<file path="src/pkg/can_io_consts.svh">
// constants for the output-default command handler
// Notes on behaviour
// - After boot and until the first output command, analog outputs, and digital outputs while no fault is present, show the stored power-on value.
// - A power-on value that was never written reads as zero on every channel.
// - Writing a power-on value stores it in nonvolatile memory and it takes effect only at the next boot.
// - The power-on value command is function 60h, advanced flag 01h, one data byte, length code 1 for set and query.
// - While the module stalls or the host heartbeat is missing, the digital outputs show the stored safe value.
// - A safe value that was never written reads as zero on every digital channel.
// - Writing a safe value stores it in nonvolatile memory and it is used at once.
// - The safe value command is function 61h, advanced flag 01h, one data byte, length code 1 for set and query.
// - The module name is answered as ASCII bytes, one character per data byte, first character in byte 0.
// - The name query is function F0h, advanced flag 00h, remote frame, length 7, answered by a data frame of length 7.
`ifndef CAN_IO_CONSTS_SVH
`define CAN_IO_CONSTS_SVH
`define FUNC_PON       8'h60
`define FUNC_SAFE      8'h61
`define FUNC_NAME      8'hf0
`define ADV_VALUE      8'h01
`define ADV_NAME       8'h00
`define DLC_VALUE      4'h1
`define DLC_NAME       4'h7
`define PON_RESET      8'h00
`define SAFE_RESET     8'h00
`define NV_ADDR_PON    1'b0
`define NV_ADDR_SAFE   1'b1
`endif

</file>
<file path="src/pkg/can_io_pkg.sv">
// types for the output-default command handler
package can_io_pkg;
  typedef enum logic [1:0]
  {
    ST_BOOT = 2'b00,
    ST_LOAD = 2'b01,
    ST_RUN  = 2'b10
  } boot_state_t;

  typedef enum logic [1:0]
  {
    CMD_NONE = 2'b00,
    CMD_PON  = 2'b01,
    CMD_SAFE = 2'b10,
    CMD_NAME = 2'b11
  } cmd_kind_t;
endpackage

</file>
<file path="src/pkg/nv_if.sv">
// nonvolatile store access between handler and storage
`timescale 1ns/100ps
`default_nettype none
interface nv_if;
  logic       wr_en;
  logic       wr_addr;
  logic [7:0] wr_data;
  logic [7:0] pon;
  logic [7:0] safe;
  modport handler (output wr_en, output wr_addr, output wr_data, input pon, input safe);
  modport store   (input wr_en, input wr_addr, input wr_data, output pon, output safe);
endinterface
`default_nettype wire

</file>
<file path="src/rtl/can_io_output_default_cmds.sv">
// command handler for stored power-on and safe output values
`timescale 1ns/100ps
`default_nettype none
`include "can_io_consts.svh"
module can_io_output_default_cmds
#(
  parameter logic [55:0] MODULE_NAME = 56'h49_4f_4d_4f_44_30_31  // arbitrary
)
(
  input  wire logic        clk_i,
  input  wire logic        arst_n_i,
  input  wire logic        nv_erase_n_i,
  input  wire logic [7:0]  node_id_i,
  input  wire logic        req_valid_i,
  output logic             req_ready_o,
  input  wire logic        req_ack_bit_i,
  input  wire logic [7:0]  req_func_i,
  input  wire logic [7:0]  req_node_i,
  input  wire logic [7:0]  req_adv_i,
  input  wire logic        req_rtr_i,
  input  wire logic [3:0]  req_dlc_i,
  input  wire logic [63:0] req_data_i,
  output logic             rsp_valid_o,
  output logic             rsp_ack_bit_o,
  output logic [7:0]       rsp_func_o,
  output logic [7:0]       rsp_node_o,
  output logic [7:0]       rsp_adv_o,
  output logic             rsp_rtr_o,
  output logic [3:0]       rsp_dlc_o,
  output logic [63:0]      rsp_data_o,
  input  wire logic        out_cmd_valid_i,
  input  wire logic [7:0]  out_cmd_value_i,
  input  wire logic        stall_i,
  input  wire logic        heartbeat_lost_i,
  output logic [7:0]       digital_output_o,
  output logic [7:0]       analog_output_channels_o
);
  import can_io_pkg::*;

  function automatic cmd_kind_t decode_cmd(input logic [7:0] func, input logic [7:0] adv,
                                           input logic rtr, input logic [3:0] dlc);
    cmd_kind_t kind;
    kind = CMD_NONE;
    if (func == `FUNC_PON && adv == `ADV_VALUE && dlc == `DLC_VALUE)
    begin
      kind = CMD_PON;
    end
    else if (func == `FUNC_SAFE && adv == `ADV_VALUE && dlc == `DLC_VALUE)
    begin
      kind = CMD_SAFE;
    end
    else if (func == `FUNC_NAME && adv == `ADV_NAME && rtr && dlc == `DLC_NAME)
    begin
      kind = CMD_NAME;
    end
    return kind;
  endfunction

  logic [1:0]  rst_sync;
  logic        rst_n;
  nv_if        nv ();

  always_ff @(posedge clk_i or negedge arst_n_i)
  begin
    if (!arst_n_i)
    begin
      rst_sync <= 2'h0;
    end
    else
    begin
      rst_sync <= {rst_sync[0], 1'b1};
    end
  end
  assign rst_n = rst_sync[1];

  nv_default_store u_store
  (
    .clk_i     (clk_i),
    .erase_n_i (nv_erase_n_i),
    .nv        (nv.store)
  );

  boot_state_t state;
  boot_state_t next_state;
  logic [7:0]  pon_applied;
  logic [7:0]  next_pon_applied;
  logic        cmd_seen;
  logic        next_cmd_seen;
  logic [7:0]  cmd_value;
  logic [7:0]  next_cmd_value;
  logic [7:0]  next_digital;
  logic [7:0]  next_analog;
  logic        fault;
  logic        take;
  cmd_kind_t   kind;
  logic        next_rsp_valid;
  logic [3:0]  next_rsp_dlc;
  logic [63:0] next_rsp_data;
  logic [7:0]  next_rsp_func;
  logic [7:0]  next_rsp_adv;

  assign req_ready_o = (state == ST_RUN);
  assign take        = req_valid_i && req_ready_o && !req_ack_bit_i
                       && req_node_i == node_id_i;
  assign kind        = decode_cmd(req_func_i, req_adv_i, req_rtr_i, req_dlc_i);
  assign fault       = stall_i || heartbeat_lost_i;

  // boot: one cycle for the store read register, then latch the power-on value
  always_comb
  begin
    next_state       = state;
    next_pon_applied = pon_applied;
    next_cmd_seen    = cmd_seen;
    next_cmd_value   = cmd_value;
    case (state)
      ST_BOOT:
      begin
        next_state = ST_LOAD;
      end
      ST_LOAD:
      begin
        next_pon_applied = nv.pon;
        next_state       = ST_RUN;
      end
      ST_RUN:
      begin
        if (out_cmd_valid_i)
        begin
          next_cmd_seen  = 1'b1;
          next_cmd_value = out_cmd_value_i;
        end
      end
      default:
      begin
        next_state = ST_BOOT;
      end
    endcase
    next_analog  = cmd_seen ? cmd_value : pon_applied;
    next_digital = cmd_seen ? cmd_value : pon_applied;
    if (fault && state == ST_RUN)
    begin
      next_digital = nv.safe;
    end
  end

  always_ff @(posedge clk_i or negedge rst_n)
  begin
    if (!rst_n)
    begin
      state                    <= ST_BOOT;
      pon_applied              <= `PON_RESET;
      cmd_seen                 <= 1'b0;
      cmd_value                <= 8'h00;
      digital_output_o         <= `PON_RESET;
      analog_output_channels_o <= `PON_RESET;
    end
    else
    begin
      state                    <= next_state;
      pon_applied              <= next_pon_applied;
      cmd_seen                 <= next_cmd_seen;
      cmd_value                <= next_cmd_value;
      digital_output_o         <= next_digital;
      analog_output_channels_o <= next_analog;
    end
  end

  // command decode, store write and answer frame
  always_comb
  begin
    nv.wr_en       = 1'b0;
    nv.wr_addr     = `NV_ADDR_PON;
    nv.wr_data     = req_data_i[7:0];
    next_rsp_valid = 1'b0;
    next_rsp_dlc   = `DLC_VALUE;
    next_rsp_data  = 64'h0;
    next_rsp_func  = req_func_i;
    next_rsp_adv   = req_adv_i;
    if (take)
    begin
      case (kind)
        CMD_PON:
        begin
          next_rsp_valid = 1'b1;
          nv.wr_en       = !req_rtr_i;
          next_rsp_data  = {56'h0, req_rtr_i ? nv.pon : req_data_i[7:0]};
        end
        CMD_SAFE:
        begin
          next_rsp_valid = 1'b1;
          nv.wr_en       = !req_rtr_i;
          nv.wr_addr     = `NV_ADDR_SAFE;
          next_rsp_data  = {56'h0, req_rtr_i ? nv.safe : req_data_i[7:0]};
        end
        CMD_NAME:
        begin
          next_rsp_valid = 1'b1;
          next_rsp_dlc   = `DLC_NAME;
          for (int i = 0; i < 7; i++)
          begin
            next_rsp_data[8*i +: 8] = MODULE_NAME[8*(6-i) +: 8];
          end
        end
        default:
        begin
          next_rsp_valid = 1'b0;
        end
      endcase
    end
  end

  always_ff @(posedge clk_i or negedge rst_n)
  begin
    if (!rst_n)
    begin
      rsp_valid_o   <= 1'b0;
      rsp_ack_bit_o <= 1'b1;
      rsp_func_o    <= 8'h00;
      rsp_node_o    <= 8'h00;
      rsp_adv_o     <= 8'h00;
      rsp_rtr_o     <= 1'b0;
      rsp_dlc_o     <= 4'h0;
      rsp_data_o    <= 64'h0;
    end
    else
    begin
      rsp_valid_o   <= next_rsp_valid;
      rsp_ack_bit_o <= 1'b1;
      rsp_rtr_o     <= 1'b0;
      if (next_rsp_valid)
      begin
        rsp_func_o <= next_rsp_func;
        rsp_node_o <= node_id_i;
        rsp_adv_o  <= next_rsp_adv;
        rsp_dlc_o  <= next_rsp_dlc;
        rsp_data_o <= next_rsp_data;
      end
    end
  end
endmodule
`default_nettype wire

</file>
<file path="src/rtl/nv_default_store.sv">
// nonvolatile storage of the power-on and safe bytes
`timescale 1ns/100ps
`default_nettype none
`include "can_io_consts.svh"
module nv_default_store
(
  input  wire logic clk_i,
  input  wire logic erase_n_i,
  nv_if.store       nv
);
  logic [7:0] pon;
  logic [7:0] safe;
  logic [7:0] next_pon;
  logic [7:0] next_safe;

  always_comb
  begin
    next_pon  = pon;
    next_safe = safe;
    if (nv.wr_en && nv.wr_addr == `NV_ADDR_PON)
    begin
      next_pon = nv.wr_data;
    end
    if (nv.wr_en && nv.wr_addr == `NV_ADDR_SAFE)
    begin
      next_safe = nv.wr_data;
    end
  end

  // only the factory erase clears the contents, not the module reset
  always_ff @(posedge clk_i or negedge erase_n_i)
  begin
    if (!erase_n_i)
    begin
      pon  <= `PON_RESET;
      safe <= `SAFE_RESET;
    end
    else
    begin
      pon  <= next_pon;
      safe <= next_safe;
    end
  end

  assign nv.pon  = pon;
  assign nv.safe = safe;
endmodule
`default_nettype wire

</file>
<file path="config.mk">
export PLATFORM = sky130hd
export DESIGN_NAME = can_io_output_default_cmds
export DESIGN_NICKNAME = d
export VERILOG_FILES = /design/src/pkg/can_io_pkg.sv /design/src/pkg/nv_if.sv /design/src/rtl/can_io_output_default_cmds.sv /design/src/rtl/nv_default_store.sv
export VERILOG_INCLUDE_DIRS = /design/src /design/src/pkg
export SDC_FILE = /design/constraint.sdc
export NUM_CORES = 1
export LEC_CHECK = 0
export ABC_AREA = 1
export BUFFER_PORTS_ARGS = -buffer_cell sky130_fd_sc_hd__buf_2
export CORE_UTILIZATION = 46
export DETAILED_ROUTE_END_ITERATION = 10
export PLACE_DENSITY = 0.93
export SLEW_MARGIN = 20
export SYNTH_ARGS = -nofsm -noshare
export SYNTH_HDL_FRONTEND = slang
export SYNTH_SLANG_ARGS = --single-unit
</file>
<file path="constraint.sdc">
create_clock -name clk_i -period 2.5 [get_ports clk_i]
set_input_delay 0.375 -clock clk_i [delete_from_list [all_inputs] [get_ports clk_i]]
set_output_delay 0.375 -clock clk_i [all_outputs]
set_load 0.05 [all_outputs]
</file>
==> out/results.txt <==
PostCTS Resize Cnt: 0
RSZ-0062 raised after global routing: no
Synth cell types: 24
DP Cell Count: 790
fin area: 5329 µm²
fin crit share: 89.20%
area of the multi-input gates: 1777 µm²
all-layer global routing usage: 21.66%
worst slew pin tran: 0.6934 ns
number of clock buffers inserted by TritonCTS: 9
register area: 2203 µm²
initial drt markers: 268
# rows: 35
initial antenna violation count: 0
core footprint: 9415 µm²
Mapped Area: 4557 µm²
Seq/Total Area, Yosys: 48.33%
main flop type after synthesis: dfrtp_1
Synth Warn #: 0
Worst-Skew Late Latency: 0.36 ns
Slew HR: 53.78%
Root Buffer: clkbuf_8
mean area per synthesized cell: 8.166 µm²
first-pass GRT wire length: 17140 µm
Worst EP required: 2.76 ns
final net count: 795
crit path kind: reg -> reg
Hold Crit Start: out_cmd_value_i[4]
via count: 4024
pre-CTS setup slack: -0.02109 ns
CTS tree: yes
clock-pin slew on the worst setup and hold paths: 0.09 ns
Crit Reg-Reg Endpoint: u_store.nv.pon[2]
Area after DPL: 5099 µm²
Worst Slack Setup Final: 0.2701 ns
final std cells w/o fill: 808
reg-to-reg slack, setup: 0.27 ns
grt ovf: 0
Worst Setup End Kind: flip-flop
Worst IR Drop VDD: 0.2664 mV
CTS H-tree depth: 3
DPL Wire Length: 7954 µm
WL final: 10710 µm
FF+latch count, synth: 88
Final Util: 56.60%
# Max-Cap Violations: 0
Worst Setup Start Kind: flip-flop
# setup viols final: 0
final hold vios: 0
area of the die: 10310 µm²
cell taking the most area after synthesis: dfrtp_1
IO buf count: 134
antenna fix cells: 0
share of layout cells above drive strength 1: 27.10%
post-synth top area share: 48.33%
crit path time final: 2.230 ns
largest net degree at the start of global routing: 40
setup_tns: 0 ns
ys async rst share: 100.0%
routability cong.: 0.8569
EDFF count, synth: 0
Worst R2R Start: state[0]
die height: 101.5 µm
worst-case clock buffer depth: 2
top-count cell post-synth: nand2_1
Worst Hold Class: in -> reg
filler instances: 867
fmax: 448.4 MHz
Worst EP arrival: 2.49 ns
CTS sink cnt: 88
vias in the first global route: 3686
WHS Endpoint: cmd_value[4]
FF-to-FF path depth: 7
Leak: 3.117 nW
clk_skew: 0.005571 ns
status: complete, no violations
Slew Viols, Final: 0
Routed Antenna Nets: 0
DRT Pass-1 Iters: 5
crit-path max FO: 14
synth cell count leaders: nand2_1 (199), dfrtp_1 (88), buf_4 (60)
synth top area cells: dfrtp_1 (48%), nand2_1 (16%), buf_4 (9.9%)
Via density: 4.980
Routed wire per std cell: 13.26 µm
# DRC: 0
Cells after Synth: 558
Power per Cell Area: 556.3 nW/µm²
hold path cells: 2
initial core utilization: 48.40%
# IOs: 229
post-synthesis to final-layout area growth: 16.94%
die width: 101.5 µm
[power breakdown]
part	leakage [nW]	internal (mW)	switching [mW]	total [mW]
sequential	1.17	1.46	0.0204	1.48
clock	0.110	0.506	0.557	1.06
combinational	1.84	0.0976	0.327	0.425
total	3.12	2.06	0.905	2.96
[critical path, cell delays in order, from the launching register on]
cell,delay [ns]
dfrtp_1,0.39
inv_1,0.06
nand2_1,0.08
nor2_1,0.20
nor3b_4,0.63
nand3_1,0.50
nand2_1,0.19
nand2_1,0.07
[per-layer routing]
layer | track usage (%) | wire [µm] | vias up
met5 | 0 | 0 | -
met4 | 8.919 | 325 | 0
met3 | 5.107 | 670 | 31
met2 | 35.97 | 5270 | 195
met1 | 27.22 | 4447 | 1881
li1 | - | - | 1917
[kinds of logic after synthesis]
kind of cell | Yosys count | share of synthesized area [%]
compound gates | 33 | 3.706
other cells | 2 | 0.1648
buf+inv | 127 | 15.73
fa+ha+maj | 4 | 1.098
simple gates | 293 | 28.25
mux | 11 | 2.718
flops | 88 | 48.33
[per-stage QoR]
step	hold WS, ns	power, mW
after detailed placement	0.1614	1.927
after global placement	0.1605	1.916
after CTS	0.2331	2.980
final	0.2348	2.964
after floorplan	0.07941	1.848
after global routing	0.2247	3.066
[flip-flops by register name (all words and copies together) (netlist names)]
signal / cells
u_store.nv.pon: 8
pon_applied: 8
state: 2
cmd_value: 8
digital_output_o: 8
rsp_func_o: 8
rsp_node_o: 8
cmd_seen: 1
analog_output_channels_o: 8
rsp_dlc_o: 2
rsp_data_o: 8
rst_sync: 2
u_store.nv.safe: 8
rsp_valid_o: 1
rsp_adv_o: 8
[repair_timing]
action / in CTS / in global routing
buffers inserted: 0 / 0
hold buffers: 2 / 0
endpoints found under the hold margin: 18 / 0
setup endpoints to repair: 0 / 0
[worst max-delay path by stage]
stage,depth (start not counted),from,endpoint,slack (ns)
after floorplan,0,rst_sync[1],analog_output_channels_o[0],0.35
after CTS,7,state[0],u_store.nv.pon[2],0.30
after global routing,12,req_adv_i[3],u_store.nv.safe[2],0.07
after detailed placement,12,req_adv_i[3],u_store.nv.safe[5],-0.02
after global placement,12,req_adv_i[3],u_store.nv.safe[3],0.04
final,7,state[0],u_store.nv.pon[2],0.27
[area by class of cell]
cell class              count  share of cell area, %
well taps                 129                  3.029
clock buffers              10                  2.583
clock inverters             6                  1.362
repair buffers            150                  15.17
multi-input cells         380                  33.34
inverters                  45                  3.170
flip-flops and latches     88                  41.35
[layout by cell type (no fill, tap or decap)]
cell type / Yosys / layout
nand4_1: 49 / 49
o21ai_1: 1 / 1
dfrtp_1: 88 / 87
clkinv_1: 2 / 2
bufinv_16: 0 / 1
nand2_1: 199 / 199
clkbuf_8: 0 / 10
mux2_2: 11 / 11
a31oi_1: 3 / 3
buf_2: 12 / 134
nand3_1: 10 / 10
nor3b_1: 1 / 1
clkinv_2: 0 / 1
buf_4: 60 / 13
or2_2: 1 / 1
conb_1: 2 / 39
ha_1: 4 / 4
nor2_2: 4 / 4
nand3_2: 2 / 2
buf_12: 0 / 1
nor3b_4: 1 / 1
nor2_1: 21 / 21
inv_1: 43 / 43
nand3b_1: 1 / 1
nor3_1: 4 / 4
dlygate4sd3_1: 0 / 2
o21ai_0: 26 / 26
inv_6: 0 / 3
dfrtp_2: 0 / 1
a21oi_1: 3 / 3
inv_8: 0 / 1
Note: power is estimated with default switching activity, not from simulation.
